`src/design/lpi_defines.svh`:
```
`ifndef LPI_DEFINES_SVH
`define LPI_DEFINES_SVH
`define LPI_CLK_PERIOD_NS 8
`define LPI_MCLR_TIME_NS 5000
// least time rounds up, plus one cycle so it is strictly longer
`define LPI_MCLR_CYCLES ((`LPI_MCLR_TIME_NS + `LPI_CLK_PERIOD_NS - 1) / `LPI_CLK_PERIOD_NS + 1)
`define LPI_ACK_CYCLES 4
`define LPI_CMPL_CYCLES 4
`define LPI_BIT_BUSY 0
`define LPI_BIT_PAPER 14
`define LPI_BIT_READY 15
`define LPI_BIT_CTRL 15
`define LPI_DATA_W 7
`define LPI_FIFO_DEPTH 16
`define LPI_WORD_ZERO 8'h00
`endif

```
`src/design/lpi_pkg.sv`:
```
`default_nettype none
package lpi_pkg;
    typedef struct packed {
        logic ctrl;
        logic [6:0] data;
    } lpi_word_t;
    typedef enum logic [1:0] {
        LPI_PH_IDLE = 2'b00,
        LPI_PH_ACK = 2'b01,
        LPI_PH_CMPL = 2'b10
    } lpi_hs_t;
endpackage
`default_nettype wire

```
`src/design/lpi_top.sv`:
```
`include "lpi_defines.svh"
`default_nettype none
module lpi_top (
    input wire logic I_CLK,
    input wire logic I_RST,
    input wire logic I_POWER_ON_PRESET_PULSE,
    input wire logic I_CONTROL_RESET_LINE,
    input wire logic I_FLAG_ENABLE_PULSE,
    input wire logic I_INTERRUPT_ACKNOWLEDGE,
    input wire logic I_SERVICE_REQUEST_STROBE,
    input wire logic I_SELECT_MATCH_UPPER,
    input wire logic I_SELECT_MATCH_LOWER,
    input wire logic I_IO_INSTRUCTION_QUALIFIER,
    input wire logic I_SET_FLAG_INSTR,
    input wire logic I_CLEAR_FLAG_INSTR,
    input wire logic I_SET_CONTROL_INSTR,
    input wire logic I_CLEAR_CONTROL_INSTR,
    input wire logic I_GLOBAL_INTERRUPT_ENABLE,
    input wire logic I_PRIORITY_IN_HIGH,
    input wire logic I_IO_OUTPUT_STROBE,
    input wire logic I_IO_INPUT_STROBE,
    input wire logic I_SKIP_IF_FLAG_SET,
    input wire logic I_SKIP_IF_FLAG_CLEAR,
    input wire logic [15:0] I_OUTPUT_BUS,
    input wire logic I_ACCEPT,
    input wire logic I_LINE_READY,
    input wire logic I_READY,
    input wire logic I_PAPER_OUT,
    output logic O_PRIORITY_OUT_LOW,
    output logic O_FLAG_LINE_OUT,
    output logic O_INTERRUPT_REQUEST_OUT,
    output logic O_SKIP_FLAG_LINE,
    output logic [15:0] O_INPUT_DATA_BUS,
    output logic O_OUTPUT_WRITE_READY,
    output logic [6:0] O_PRINT_DATA,
    output logic O_CONTROL_BIT,
    output logic O_DATA_READY,
    output logic O_MASTER_CLEAR
);
    // all block state in one struct
    typedef struct packed {
        logic flag;
        logic flag_buf;
        logic ctrl;
        logic strobe;
        logic irq;
        logic hs_in_q;
        logic crs_q;
        lpi_pkg::lpi_hs_t hs_ph;
        logic [3:0] hs_cnt;
        logic [9:0] mclr_cnt;
        logic [15:0] status;
        lpi_pkg::lpi_word_t out_w;
        logic loaded;
    } lpi_state_t;

    lpi_state_t s_q;
    lpi_state_t s_d;

    logic sel;
    logic hs_in;
    logic ien_ok;
    logic ack_p;
    logic cmpl_p;
    logic fifo_ready;
    logic fifo_valid;
    lpi_pkg::lpi_word_t fifo_in;
    lpi_pkg::lpi_word_t fifo_out;
    logic pop;

    // card is addressed only with both match lines and qualifier
    assign sel = I_SELECT_MATCH_UPPER && I_SELECT_MATCH_LOWER
        && I_IO_INSTRUCTION_QUALIFIER;
    // acceptance high or line-ready low, or-tied
    assign hs_in = I_ACCEPT || !I_LINE_READY;
    // interrupt enable: flag, control and global enable
    assign ien_ok = s_q.flag && s_q.ctrl && I_GLOBAL_INTERRUPT_ENABLE;
    assign ack_p = (s_q.hs_ph == lpi_pkg::LPI_PH_ACK);
    // completion fires on the last cycle of the pulse window
    assign cmpl_p = (s_q.hs_ph == lpi_pkg::LPI_PH_CMPL) && (s_q.hs_cnt == 4'h0);
    assign fifo_in.ctrl = I_OUTPUT_BUS[`LPI_BIT_CTRL];
    assign fifo_in.data = I_OUTPUT_BUS[`LPI_DATA_W-1:0];
    // next word presented once the acknowledge window is over; popping inside
    // the window would lose a word, since the window keeps clearing loaded
    assign pop = fifo_valid && !s_q.loaded && !ack_p;

    // words queue here so the host may run ahead of the printer
    lpi_fifo #(.WIDTH($bits(lpi_pkg::lpi_word_t)), .DEPTH(`LPI_FIFO_DEPTH)) u_fifo (
        .i_clk(I_CLK),
        .i_rst(I_RST),
        .i_valid(sel && I_IO_OUTPUT_STROBE),
        .o_ready(fifo_ready),
        .i_data(fifo_in),
        .o_valid(fifo_valid),
        .i_ready(pop),
        .o_data(fifo_out)
    );

    // next-state logic
    always_comb begin
        s_d = s_q;
        s_d.hs_in_q = hs_in;
        s_d.crs_q = I_CONTROL_RESET_LINE;
        // handshake pulse sequencer: ack window then completion window
        case (s_q.hs_ph)
            lpi_pkg::LPI_PH_IDLE: begin
                if (hs_in && !s_q.hs_in_q) begin
                    s_d.hs_ph = lpi_pkg::LPI_PH_ACK;
                    s_d.hs_cnt = 4'(`LPI_ACK_CYCLES - 1);
                end
            end
            lpi_pkg::LPI_PH_ACK: begin
                if (s_q.hs_cnt == 4'h0) begin
                    s_d.hs_ph = lpi_pkg::LPI_PH_CMPL;
                    s_d.hs_cnt = 4'(`LPI_CMPL_CYCLES - 1);
                end else begin
                    s_d.hs_cnt = s_q.hs_cnt - 4'h1;
                end
            end
            lpi_pkg::LPI_PH_CMPL: begin
                if (s_q.hs_cnt == 4'h0) begin
                    s_d.hs_ph = lpi_pkg::LPI_PH_IDLE;
                end else begin
                    s_d.hs_cnt = s_q.hs_cnt - 4'h1;
                end
            end
            default: begin
                s_d.hs_ph = lpi_pkg::LPI_PH_IDLE;
            end
        endcase
        // flag set from a set buffer at T2; clear-flag wins afterwards
        if (I_FLAG_ENABLE_PULSE && s_q.flag_buf) begin
            s_d.flag = 1'b1;
        end
        if (sel && I_CLEAR_FLAG_INSTR) begin
            s_d.flag = 1'b0;
        end
        // buffer clears first so any set in the same cycle wins
        if ((sel && I_CLEAR_FLAG_INSTR) || I_INTERRUPT_ACKNOWLEDGE) begin
            s_d.flag_buf = 1'b0;
        end
        if (I_POWER_ON_PRESET_PULSE || (sel && I_SET_FLAG_INSTR) || cmpl_p) begin
            s_d.flag_buf = 1'b1;
        end
        // control pair; clear has priority as a reset
        if (sel && I_SET_CONTROL_INSTR) begin
            s_d.ctrl = 1'b1;
            s_d.strobe = 1'b1;
        end
        if (I_CONTROL_RESET_LINE || (sel && I_CLEAR_CONTROL_INSTR)) begin
            s_d.ctrl = 1'b0;
            s_d.strobe = 1'b0;
        end
        // acknowledge window drops the data-ready strobe
        if (ack_p) begin
            s_d.strobe = 1'b0;
            s_d.loaded = 1'b0;
        end
        // interrupt request: cleared at T2, set at T5
        if (I_FLAG_ENABLE_PULSE) begin
            s_d.irq = 1'b0;
        end
        if (I_SERVICE_REQUEST_STROBE && ien_ok && I_PRIORITY_IN_HIGH && s_q.flag_buf) begin
            s_d.irq = 1'b1;
        end
        // output word register, preset clears it
        if (pop) begin
            s_d.out_w = fifo_out;
            s_d.loaded = 1'b1;
        end
        if (I_POWER_ON_PRESET_PULSE) begin
            s_d.out_w = '0;
        end
        // master clear counter retriggered on control reset rise
        if (I_CONTROL_RESET_LINE && !s_q.crs_q) begin
            s_d.mclr_cnt = 10'(`LPI_MCLR_CYCLES);
        end else if (s_q.mclr_cnt != 10'h000) begin
            s_d.mclr_cnt = s_q.mclr_cnt - 10'h001;
        end
        // status word drives the bus only on a qualified input
        s_d.status = 16'h0000;
        if (sel && I_IO_INPUT_STROBE) begin
            s_d.status[`LPI_BIT_BUSY] = !hs_in;
            s_d.status[`LPI_BIT_PAPER] = I_PAPER_OUT;
            s_d.status[`LPI_BIT_READY] = I_READY;
        end
    end

    // single state register
    always_ff @(posedge I_CLK or posedge I_RST) begin
        if (I_RST) begin
            s_q <= '0;
        end else begin
            s_q <= s_d;
        end
    end

    // outputs
    assign O_PRIORITY_OUT_LOW = !(ien_ok && I_PRIORITY_IN_HIGH);
    assign O_FLAG_LINE_OUT = s_q.irq;
    assign O_INTERRUPT_REQUEST_OUT = s_q.irq;
    // skip path for the non-interrupt transfer method
    assign O_SKIP_FLAG_LINE = sel && ((I_SKIP_IF_FLAG_SET && s_q.flag)
        || (I_SKIP_IF_FLAG_CLEAR && !s_q.flag));
    assign O_INPUT_DATA_BUS = s_q.status;
    assign O_OUTPUT_WRITE_READY = fifo_ready;
    assign O_PRINT_DATA = s_q.out_w.data;
    assign O_CONTROL_BIT = s_q.out_w.ctrl;
    // strobe only once the word is in the output register
    assign O_DATA_READY = s_q.strobe && s_q.loaded;
    assign O_MASTER_CLEAR = (s_q.mclr_cnt != 10'h000);

    // request sets exactly one cycle after a qualifying T5
    property p_irq_set;
        @(posedge I_CLK) disable iff (I_RST)
        (I_SERVICE_REQUEST_STROBE && ien_ok && I_PRIORITY_IN_HIGH && s_q.flag_buf)
            |=> O_INTERRUPT_REQUEST_OUT;
    endproperty
    irq_set_a: assert property (p_irq_set) else $error("irq not set at T5");
    irq_clear_a: assert property (@(posedge I_CLK) disable iff (I_RST)
        (I_FLAG_ENABLE_PULSE && !I_SERVICE_REQUEST_STROBE) |=> !s_q.irq)
        else $error("irq not cleared at T2");
    flag_follow_a: assert property (@(posedge I_CLK) disable iff (I_RST)
        (I_FLAG_ENABLE_PULSE && s_q.flag_buf && !(sel && I_CLEAR_FLAG_INSTR)) |=> s_q.flag)
        else $error("flag not set at T2");
    clf_both_a: assert property (@(posedge I_CLK) disable iff (I_RST)
        (sel && I_CLEAR_FLAG_INSTR && !I_SET_FLAG_INSTR && !I_POWER_ON_PRESET_PULSE && !cmpl_p)
            |=> !s_q.flag && !s_q.flag_buf)
        else $error("clear-flag failed");
    preset_clr_a: assert property (@(posedge I_CLK) disable iff (I_RST)
        I_POWER_ON_PRESET_PULSE |=> (O_PRINT_DATA == 7'h00) && !O_CONTROL_BIT && s_q.flag_buf)
        else $error("preset did not clear output");
    mclr_len_a: assert property (@(posedge I_CLK) disable iff (I_RST)
        $rose(I_CONTROL_RESET_LINE) |=> O_MASTER_CLEAR [*8])
        else $error("master clear too short");
    ctrl_clear_a: assert property (@(posedge I_CLK) disable iff (I_RST)
        I_CONTROL_RESET_LINE |=> !s_q.ctrl && !O_DATA_READY)
        else $error("control reset failed");
    prio_out_a: assert property (@(posedge I_CLK) disable iff (I_RST)
        (s_q.flag && s_q.ctrl && I_GLOBAL_INTERRUPT_ENABLE && I_PRIORITY_IN_HIGH)
            |-> !O_PRIORITY_OUT_LOW)
        else $error("priority out not low");
    status_sel_a: assert property (@(posedge I_CLK) disable iff (I_RST)
        !sel |=> (O_INPUT_DATA_BUS == 16'h0000))
        else $error("status driven while unselected");
    ack_strobe_a: assert property (@(posedge I_CLK) disable iff (I_RST)
        (s_q.hs_ph == lpi_pkg::LPI_PH_ACK) |=> !O_DATA_READY)
        else $error("strobe not cleared by acknowledge");
    // every set source of the flag buffer takes effect on the next edge
    buf_set_a: assert property (@(posedge I_CLK) disable iff (I_RST)
        (I_POWER_ON_PRESET_PULSE || (sel && I_SET_FLAG_INSTR) || cmpl_p) |=> s_q.flag_buf)
        else $error("flag buffer not set");
    // acknowledge alone clears the buffer when no set competes
    buf_ack_a: assert property (@(posedge I_CLK) disable iff (I_RST)
        (I_INTERRUPT_ACKNOWLEDGE && !I_POWER_ON_PRESET_PULSE && !(sel && I_SET_FLAG_INSTR)
            && !cmpl_p) |=> !s_q.flag_buf)
        else $error("acknowledge did not clear buffer");
    // set-control raises control unless a clear competes
    ctrl_set_a: assert property (@(posedge I_CLK) disable iff (I_RST)
        (sel && I_SET_CONTROL_INSTR && !I_CLEAR_CONTROL_INSTR && !I_CONTROL_RESET_LINE)
            |=> s_q.ctrl)
        else $error("control not set");
    // no priority in means the chain is passed on untouched
    prio_high_a: assert property (@(posedge I_CLK) disable iff (I_RST)
        !I_PRIORITY_IN_HIGH |-> O_PRIORITY_OUT_LOW)
        else $error("priority out low without priority in");
    // both computer lines follow the request flip-flop
    irq_lines_a: assert property (@(posedge I_CLK) disable iff (I_RST)
        s_q.irq |-> O_FLAG_LINE_OUT && O_INTERRUPT_REQUEST_OUT)
        else $error("request lines not driven");
    // skip test on a set flag answers high
    skip_set_a: assert property (@(posedge I_CLK) disable iff (I_RST)
        (sel && I_SKIP_IF_FLAG_SET && s_q.flag) |-> O_SKIP_FLAG_LINE)
        else $error("skip line low with flag set");
    // an unaddressed card never answers a skip test
    skip_quiet_a: assert property (@(posedge I_CLK) disable iff (I_RST)
        !sel |-> !O_SKIP_FLAG_LINE)
        else $error("skip line driven while unselected");
    // the read status word carries the three printer indications
    status_read_a: assert property (@(posedge I_CLK) disable iff (I_RST)
        (sel && I_IO_INPUT_STROBE) |=> (O_INPUT_DATA_BUS[`LPI_BIT_READY] == $past(I_READY))
            && (O_INPUT_DATA_BUS[`LPI_BIT_PAPER] == $past(I_PAPER_OUT))
            && (O_INPUT_DATA_BUS[`LPI_BIT_BUSY] == !$past(hs_in)))
        else $error("status word wrong");
    // acknowledge window is a fixed four cycles
    ack_len_a: assert property (@(posedge I_CLK) disable iff (I_RST)
        $rose(ack_p) |-> ack_p [*4] ##1 !ack_p)
        else $error("acknowledge window length wrong");
    // completion at the end of both windows sets the buffer
    cmpl_flag_a: assert property (@(posedge I_CLK) disable iff (I_RST)
        $rose(ack_p) |-> ##8 s_q.flag_buf)
        else $error("completion did not set buffer");
    // no word is taken from the queue inside the acknowledge window
    ack_unload_a: assert property (@(posedge I_CLK) disable iff (I_RST)
        ack_p |=> !s_q.loaded)
        else $error("word loaded during acknowledge");
    // a popped word reaches the printer lines unchanged
    word_load_a: assert property (@(posedge I_CLK) disable iff (I_RST)
        (pop && !I_POWER_ON_PRESET_PULSE)
            |=> ({O_CONTROL_BIT, O_PRINT_DATA} == $past(fifo_out)))
        else $error("output word not loaded");
endmodule
`default_nettype wire

```
`src/design/lpi_fifo.sv`:
```
`include "lpi_defines.svh"
`default_nettype none
module lpi_fifo #(
    parameter int WIDTH = 8,
    parameter int DEPTH = 16
) (
    input wire logic i_clk,
    input wire logic i_rst,
    input wire logic i_valid,
    output logic o_ready,
    input wire logic [WIDTH-1:0] i_data,
    output logic o_valid,
    input wire logic i_ready,
    output logic [WIDTH-1:0] o_data
);
    localparam int AW = $clog2(DEPTH);
    // storage array, pointers one bit wider for full/empty
    logic [WIDTH-1:0] mem [DEPTH];
    logic [AW:0] wp_q;
    logic [AW:0] rp_q;
    logic full;
    logic empty;
    logic wr;
    logic rd;
    assign empty = (wp_q == rp_q);
    assign full = (wp_q[AW] != rp_q[AW]) && (wp_q[AW-1:0] == rp_q[AW-1:0]);
    assign o_ready = !full;
    assign o_valid = !empty;
    assign wr = i_valid && !full;
    assign rd = i_ready && !empty;
    // head word read straight from the array
    assign o_data = mem[rp_q[AW-1:0]];
    // pointer update
    always_ff @(posedge i_clk or posedge i_rst) begin
        if (i_rst) begin
            wp_q <= '0;
            rp_q <= '0;
        end else begin
            if (wr) begin
                wp_q <= wp_q + 1'b1;
            end
            if (rd) begin
                rp_q <= rp_q + 1'b1;
            end
        end
    end
    // memory write, no reset needed
    always_ff @(posedge i_clk) begin
        if (wr) begin
            mem[wp_q[AW-1:0]] <= i_data;
        end
    end
endmodule
`default_nettype wire

```
`config.mk`:
```
export PLATFORM = sky130hd
export DESIGN_NAME = lpi_top
export DESIGN_NICKNAME = d
export VERILOG_FILES = /design/src/design/lpi_pkg.sv /design/src/design/lpi_top.sv /design/src/design/lpi_fifo.sv
export VERILOG_INCLUDE_DIRS = /design/src /design/src/design
export SDC_FILE = /design/constraint.sdc
export NUM_CORES = 1
export LEC_CHECK = 0
export ABC_AREA = 1
export BUFFER_PORTS_ARGS = -buffer_cell sky130_fd_sc_hd__buf_4
export CAP_MARGIN = 10
export CORE_MARGIN = 5
export CORE_UTILIZATION = 44
export CTS_BUF_LIST = sky130_fd_sc_hd__clkbuf_8
export DETAILED_ROUTE_END_ITERATION = 12
export SLEW_MARGIN = 20
export SYNTH_ARGS = -nofsm -noshare
export SYNTH_HDL_FRONTEND = slang
export SYNTH_HIERARCHICAL = 1
export SYNTH_SLANG_ARGS = --single-unit
```
`constraint.sdc`:
```
create_clock -name I_CLK -period 2.5 [get_ports I_CLK]
set_input_delay 0.25 -clock I_CLK [delete_from_list [all_inputs] [get_ports I_CLK]]
set_output_delay 0.25 -clock I_CLK [all_outputs]
set_load 0.05 [all_outputs]
```
## Yosys cells after proc, flatten, opt, wreduce, memory -nomap -nowiden

Memory sizes are Yosys's and may differ from the RTL's.
Index checks and enable logic that the tools add are counted.

- Word-level logic and storage cells: 112
- Register bits: 45
- Memories kept: 1
- RAM bits: 128
- Input bits: 40

Memories:

| name | depth | bits a word | read ports | clocked after memory_dff | wr ports | line | RTL |
|---|---|---|---|---|---|---|---|
| u_fifo.mem | 16 | 8 | 1 | 0 | 1 | lpi_fifo.sv:18 | `logic [WIDTH-1:0] mem [DEPTH];` |

- Add/sub/neg operators: 4
- Equal/unequal tests: 9
- Mux-type cells: 25
- Reduce and logical (&&, ||, !) cells: 57

Operators with widths:

| cell | count |
|---|---|
| $logic_and A1 B1 Y1 | 27 |
| $mux W10 | 2 |
| $reduce_bool A2 Y1 | 7 |
| $pmux W4 S3 | 1 |
| $mux W1 | 11 |
| $add A5 B1 Y5 const B | 2 |
| $logic_not A1 Y1 | 10 |
| $mux W2 | 5 |
| $reduce_bool A10 Y1 | 1 |
| $sub A10 B1 Y10 const B | 1 |
| $mux W9 | 1 |
| $mux W4 | 2 |
| $mux W8 | 1 |
| $logic_or A1 B1 Y1 | 6 |
| $mux W6 | 1 |
| $pmux W2 S3 | 1 |
| $reduce_and A3 Y1 | 2 |
| $reduce_bool A3 Y1 | 2 |
| $eq A5 B5 Y1 | 1 |
| $eq A4 B4 Y1 | 1 |
| $logic_not A4 Y1 | 1 |
| $ne A2 B1 Y1 const B | 2 |
| $ne A2 B2 Y1 const B | 2 |
| $sub A4 B1 Y4 const B | 1 |
| other kinds (4) | 4 |

## Depth between registers and ports, before layout

Gate-level depths: netlist of run 1.

- Depth in word-level cells: 6
- Gate-level depth with buffers: 13
- Depth with buffers taken out: 12

## Modules after synthesis

Netlist of run 1, hierarchy kept.

By module, submodules not included:

| module | area an instance (sq um) | times used | cells each |
|---|---|---|---|
| lpi_fifo | 5,965.7 | 1 | 561 |
| lpi_top | 2,069.5 | 1 | 259 |

## Worst setup path before layout of run 1

No wires, ideal clock.

- Path type: register to register
- From: register u_fifo.rp_q[1]
- To: register u_fifo.rp_q[3]
- Cell stages (with the launch flop): 14
- Path buffers: 1
- Setup slack: 596 ps
- Required time: 2,383 ps
- Data arrival time: 1,787 ps
- Cell sequence: dfrtp_1 -> buf_4 -> inv_2 -> nand2_1 -> nand2_1 -> nor2_2 -> nand3_2 -> inv_1 -> nor3_4 -> nand2_1 -> nor3_1 -> nand2_1 -> nand2_1 -> nand2_1

- Word-level cells in the longest chain between the ends: 5
- Elaborated cells between the ends (all ways): 6
- Classes of those cells: add/sub: 1; eq/ne: 1; reduce/logical: 4

RTL lines:

| item | line | RTL |
|---|---|---|
| start: declaration | lpi_fifo.sv:20 | `logic [AW:0] rp_q;` |
| start signal: assignment | lpi_fifo.sv:43 | `rp_q <= rp_q + 1'b1;` |
| $eq A5 B5 Y1 | lpi_fifo.sv:25 | `assign empty = (wp_q == rp_q);` |
| $logic_not A1 Y1 | lpi_fifo.sv:28 | `assign o_valid = !empty;` |
| net fifo_valid | lpi_top.sv:66 | `logic fifo_valid;` |
| $logic_and A1 B1 Y1 (2 in a row) | lpi_top.sv:85 | `assign pop = fifo_valid && !s_q.loaded && !ack_p;` |
| net pop | lpi_top.sv:69 | `logic pop;` |
| $logic_and A1 B1 Y1 | lpi_fifo.sv:30 | `assign rd = i_ready && !empty;` |

The timed path passes the listed nets, and every way through them passes these cells.
A chain may end at the register's enable or synchronous reset.

## Worst setup path in the final report of run 1

- From: register s_q[25] (netlist name)
- To: output O_MASTER_CLEAR

- Word-level cells in the longest chain between the ends: 1

RTL lines:

| item | line | RTL |
|---|---|---|
| start: declaration | lpi_top.sv:57 | `lpi_state_t s_q;` |
| start signal: assignment | lpi_top.sv:192 | `s_q <= '0;` |
| start signal: assignment | lpi_top.sv:194 | `s_q <= s_d;` |
| $reduce_bool A10 Y1 | lpi_top.sv:211 | `assign O_MASTER_CLEAR = (s_q.mclr_cnt != 10'h000);` |
| end: declaration | lpi_top.sv:38 | `output logic O_MASTER_CLEAR` |

Every way passes these cells.

==> flow_metrics.tcl, run 1 <==
set metrics [dict create \
    grt_max_degree 67 \
    setup-violations-final 0 \
    crit_chain "inv_1 -> ha_1 -> nand2_4 -> nor2_8 -> nand2_4 -> buf_4" \
    switchingPower_mw 3.56 \
    path_delay_family "flip-flops" \
    hold_ws_ns 0.0406 \
    critPathMaxFanout 7 \
    drc_errors 0 \
    crit_top_cell "nand2_4" \
    initial_utilization_pct 44.7 \
    met1_length_um 8000 \
    num-nets-final 926 \
    antennaDiodeCount 0 \
    path_class "flop to output port" \
    p_int_mw 5.28 \
    firstDrtPassIters 5 \
    yosysWarningCount 6 \
    route.met2.wl_um 8210 \
    worst_path_largest_cell_delay_ns 0.39 \
    power.share.clock_pct 23.5 \
    topRoutingLayerUsed "met4" \
    fp.dieW_um 145 \
    avgViaCountPerCell 4.82 \
    r2r_start "u_fifo/rp_q[2]" \
    slowest_stage "dfrtp_1" \
    port_buffers 49 \
    root_buffer "clkbuf_8" \
    design_area_um2 9070 \
    grt_use_total_pct 16.2 \
    num_io_pins 71 \
    place.gp.congestion 0.808 \
    grt_pass1_vias 5029 \
    clk_pin_slew_ns 0.10 \
    clk_path_buf_depth 2 \
    setup_tns_ns 0 \
    pwr-share-comb_pct 36.6 \
    vias 5378 \
    post-place-ws_ns 0.517 \
    antenna_found_initial 0 \
    irDropWorstVdd_v 0.000478 \
    drv_cap 0 \
    dieArea_um2 21100 \
    final.setup.worst_slack_ns 0.440 \
    power_leakage_nw 3.88 \
    ys_types 35 \
    core_um2 18000 \
    seqPwrFrac_pct 39.9 \
    synth-seq-cells 173 \
    drt_iter0_markers 363 \
    netlist_area_um2 8040 \
    worstHoldStart "I_SET_FLAG_INSTR" \
    hold_path.class "input port to flop" \
    final_antenna_net_count 0 \
    worst_ep_required_time_ns 2.25 \
    synth-seq-area-share_pct 61.8 \
    end_kind "output port" \
    switching_share_pct 40.2 \
    fmaxAchievable_ghz 0.485 \
    dp_hpwl_um 10900 \
    crit_start "s_q[25]" \
    drive_above_1_share_pct 14.9 \
    timing_worst_slew_pin_value_ns 0.746 \
    p_per_area_nw_per_um2 974 \
    ctsResizeCount 0 \
    grt_first_pass_wirelength_um 27100 \
    worst-path-buf-inv 2 \
    wl_met3_um 717 \
    layout_min_cycle_time_ns 2.06 \
    insertion_delay_ns 0.45 \
    slew_viol_final 0 \
    place_area_um2 8550 \
    skew_ns 0.00858 \
    postSynthAreaPerCell_um2 9.80 \
    arrival_ns 1.81 \
    rsz0062_at_grt "no" \
    grt.overflow.total 0 \
    cts_sinks 173 \
    slew_headroom_pct 50.1 \
    rows 49 \
    hold_viol 0 \
    outcome "completed" \
    cts-htree-levels 4 \
    tritoncts "yes" \
    numCtsBuffers 17 \
    die_y_um 145 \
    area_growth_pct 12.9 \
    fill_cells 1631 \
    syn_inst 820 \
    routed_wl_um 17100 \
    finalCritPeriodShare_pct 82.4 \
    post_drt_wl_per_cell_um 15.3 \
    worst_setup_path_start_kind "flop" \
]
power groups by stage:
stage	sequential (mW)	combinational [mW]	clock, mW
global route	3.56	3.64	2.24
CTS	3.52	3.26	2.13
finish	3.52	3.24	2.08
floorplan	3.55	2.44	0
global placement	3.59	3.20	0
detailed placement	3.59	3.23	0
cells by family (layout without fill, tap and decap cells):
family / Yosys count / after routing / share of synthesized area, %
flops: 173 / 173 / 61.8
xor+xnor: 6 / 6 / 0.654
simple gates: 432 / 432 / 23.3
other cells: 1 / 13 / 0.0467
compound gates: 78 / 78 / 5.00
buf+inv: 117 / 171 / 7.16
fa+ha+maj: 13 / 13 / 2.02
synth_stat cells (all sizes together):
| library cell | number | area (um2) |
|---|---|---|
| nand2 | 216 | 838 |
| nor2 | 139 | 586 |
| edfxtp | 128 | 3840 |
| nand3 | 70 | 393 |
| o21ai | 67 | 343 |
| inv | 66 | 250 |
| dfrtp | 45 | 1130 |
| buf | 43 | 295 |
| ha | 13 | 163 |
| a21oi | 9 | 45.0 |
| clkbuf | 7 | 26.3 |
| xor2 | 5 | 43.8 |
| nand4 | 4 | 25.0 |
| nor3 | 2 | 21.3 |
| clkinv | 1 | 3.75 |
| conb | 1 | 3.75 |
| o211ai | 1 | 7.51 |
| o22ai | 1 | 6.26 |
| or2 | 1 | 6.26 |
| xnor2 | 1 | 8.76 |
area by class of cell:
class	count	area (um2)	share of cell area, %
well taps	229	287	3.16
clock buffers	17	234	2.58
inverters	67	254	2.80
clock inverters	15	206	2.28
repair buffers	72	586	6.45
flip-flops and latches	173	4970	54.8
multi-input cells	542	2530	27.9
worst paths after layout:
kind                       cells after the start  slack, ns              end
hold reg to reg                                2       0.51  O_PRINT_DATA[4]
setup reg to reg                              12       0.51   u_fifo/rp_q[3]
hold / removal                                 3       0.04          s_q[46]
setup / recovery                               6       0.44   O_MASTER_CLEAR
min in group asynchronous                      3       0.36   u_fifo/wp_q[2]
max in group asynchronous                      4       1.72          s_q[29]
worst reg2reg max path, stage by stage (launching register included):
cell and delay (ns):
dfrtp_1 0.46, inv_2 0.20, nand2_1 0.09, nand2_2 0.08
nor2_4 0.05, nand3_2 0.16, inv_1 0.10, nor3_4 0.27
nand2_1 0.09, nor3_1 0.20, nand2_1 0.08, nand2_1 0.06
nand2_1 0.05
stage by stage:
stage / power, mW / utilization, % / instances
5_1_grt: 9.45 / 50.5 / 1115
3_5_place_dp: 6.82 / 47.6 / 1075
6_report: 8.84 / 50.5 / 1115
3_3_place_gp: 6.78 / 47.6 / 1075
2_1_floorplan: 5.99 / - / 832
4_1_cts: 8.92 / 50.5 / 1115
sequential cells by signal, indices dropped and copies added, names as in the netlist:
name              flops
O_CONTROL_BIT         1
O_FLAG_LINE_OUT       1
O_PRINT_DATA          7
u_fifo/mem          128
u_fifo/rp_q           5
u_fifo/wp_q           5
s_q                  23
O_INPUT_DATA_BUS      3
what timing repair did:
| action | 4_1_cts | 5_1_grt |
|---|---|---|
| hold buffers | 8 | 0 |
| hold endpoints to repair | 52 | 0 |
| setup buffers | 0 | 0 |
cell usage in the layout (no fill, tap or decap), types with 4 or more instances in the layout:
master / synthesis / layout
nand2_1: 211 / 211
edfxtp_1: 128 / 128
nor2_1: 123 / 123
nand3_1: 66 / 66
o21ai_0: 62 / 62
buf_4: 27 / 62
inv_1: 59 / 59
dfrtp_1: 45 / 44
clkbuf_8: 0 / 17
nor2_2: 13 / 13
ha_1: 13 / 13
conb_1: 1 / 13
a21oi_1: 9 / 9
dlygate4sd3_1: 0 / 8
inv_2: 6 / 6
xor2_1: 5 / 5
nand4_1: 4 / 4
clkinv_8: 0 / 4
routing by layer:
layer	global-route usage, %	vias to the layer above
li1	-	2754
met1	22.0	2488
met4	3.92	0
met3	3.37	14
met5	0	-
met2	26.7	122
Note: power is estimated with default switching activity, not from simulation.
==> inputs of run 2 (changes only) <==
==> constraint.sdc (replaced) <==
create_clock -name I_CLK -period 2 [get_ports I_CLK]
set_input_delay 0.2 -clock I_CLK [delete_from_list [all_inputs] [get_ports I_CLK]]
set_output_delay 0.2 -clock I_CLK [all_outputs]
set_load 0.05 [all_outputs]
==> flow_metrics.tcl, run 2 (synthesized netlist as in run 1, its figures left out) <==
set metrics [dict create \
    outcome "completed" \
    r2r_setup_slack_ns 0.23 \
    crit_top_cell "nand2_4" \
    grt_max_degree 67 \
    fmaxAchievable_ghz 0.539 \
    final_antenna_net_count 0 \
    routed_wl_um 17200 \
    skew_ns 0.0182 \
    worst_path_largest_cell_delay_ns 0.40 \
    arrival_ns 1.66 \
    dp_hpwl_um 11100 \
    slowest_stage "dfrtp_1" \
    rows 49 \
    grt_use_total_pct 16.5 \
    power.total_mw 11.0 \
    area_growth_pct 15.5 \
    setup-violations-final 0 \
    holdPathEnd "u_fifo/mem[9][0]" \
    dp_cells 1090 \
    worst_setup_path_start_kind "flop" \
    p_per_area_nw_per_um2 1190 \
    die_y_um 145 \
    grt.overflow.total 0 \
    path_class "flop to output port" \
    clk_path_buf_depth 2 \
    cts_sinks 173 \
    firstDrtPassIters 5 \
    min_path_cells 1 \
    final_common_cell "nand2_1" \
    grt_first_pass_wirelength_um 27600 \
    antenna_found_initial 0 \
    power_leakage_nw 3.98 \
    num-nets-final 948 \
    r2r_end "u_fifo/rp_q[3]" \
    initial_utilization_pct 44.7 \
    fp.dieW_um 145 \
    dieArea_um2 21100 \
    drc_errors 0 \
    numCtsBuffers 17 \
    hold_ws_ns 0.0498 \
    fin_cells 1137 \
    cts-htree-levels 4 \
    vias 5498 \
    finalCritPeriodShare_pct 92.8 \
    crit_chain "inv_2 -> ha_4 -> nand2_4 -> nor2_8 -> nand2_4 -> buf_4" \
    grt_pass1_vias 5117 \
    core_um2 18000 \
    irDropWorstVdd_v 0.000590 \
    worst_ep_required_time_ns 1.80 \
    critPathMaxFanout 7 \
    postCtsSetupRepairBufs 0 \
    root_buffer "clkbuf_8" \
    tritoncts "yes" \
    slew_viol_final 0 \
    clk_pin_slew_ns 0.12 \
    antennaDiodeCount 0 \
    worstHoldStart "I_OUTPUT_BUS[0]" \
    layout_min_cycle_time_ns 1.86 \
    post_drt_wl_per_cell_um 15.2 \
    hold_path.class "input port to flop" \
    drive_above_1_share_pct 17.0 \
    largest_register_ff_count 128 \
    avgViaCountPerCell 4.84 \
    r2r_start "u_fifo/wp_q[0]" \
    end_kind "output port" \
    num_io_pins 71 \
    drt_iter0_markers 362 \
    r2r_cells 12 \
    drv_cap 0 \
    rsz0062_at_grt "yes" \
    port_buffers 49 \
    place.gp.congestion 0.804 \
    hold_viol 0 \
    insertion_delay_ns 0.47 \
    final_cell_mix "211 x nand2_1, 128 x edfxtp_1, 123 x nor2_1, 76 x buf_4, 66 x nand3_1" \
]
run 2: cell count changes in the layout (fill, tap and decap cells not counted), moves of 3 or more:
cell	delta
dfrtp_1	-3
buf_4	+14
inv_12	+3
dlygate4sd3_1	+7
dfrtp_2	+3
run 2: cell type report:
| class | instances | area, um2 |
|---|---|---|
| inverters | 67 | 254 |
| well taps | 229 | 287 |
| clock inverters | 15 | 200 |
| fillers | 1623 | 8690 |
| flip-flops and latches | 173 | 4970 |
| repair buffers | 94 | 781 |
| multi-input cells | 542 | 2550 |
| clock buffers | 17 | 234 |
run 2: per-stage QoR:
step	cell area [um2]	TNS (ns)	setup WS, ns	util (%)
global route	9280	-0.0153	-0.0153	51.6
global placement	8680	0	0.248	48.3
floorplan	8080	0	0.0963	-
detailed placement	8680	0	0.220	48.3
finish	9280	0	0.143	51.6
CTS	9260	0	0.00335	51.6
run 2: critical path: cells and delay by family (launching register included):
kind | cells | cell delay (ns)
flops | 1 | 0.40
buf+inv | 2 | 0.31
simple gates | 3 | 0.31
fa+ha+maj | 1 | 0.18
run 2: power by group:
| part | total (mW) | switching, mW | internal [mW] |
|---|---|---|---|
| Sequential | 4.41 | 0.268 | 4.14 |
| Clock | 2.52 | 1.52 | 0.995 |
| Combinational | 4.10 | 2.76 | 1.34 |
| Total | 11.0 | 4.55 | 6.48 |
run 2: layer usage:
| metal | track usage, % | vias to the layer above | part of all wire [%] |
|---|---|---|---|
| met3 | 3.65 | 7 | 5.0 |
| met2 | 27.1 | 122 | 49 |
| met1 | 22.8 | 2572 | 45 |
| li1 | - | 2797 | - |
| met5 | 0 | - | 0 |
| met4 | 3.64 | 0 | 0.61 |
run 2: worst max path at each step:
stage / from / to / slack, ns
floorplan: u_fifo/rp_q[1] / u_fifo/rp_q[3] / 0.1
global placement: u_fifo/wp_q[1] / u_fifo/mem[11][7] / 0.25
detailed placement: u_fifo/wp_q[1] / u_fifo/mem[11][6] / 0.22
CTS: s_q[25] / O_MASTER_CLEAR / 0.003
global route: u_fifo/wp_q[1] / O_OUTPUT_WRITE_READY / -0.02
finish: s_q[25] / O_MASTER_CLEAR / 0.14
run 2: repair_timing:
item | 4_1_cts | 5_1_grt
hold endpoints to repair | 54 | 0
hold buffers | 15 | 0
pin swaps | 0 | 0
endpoints found under the setup margin | 1 | 3
resized for setup | 1 | 6
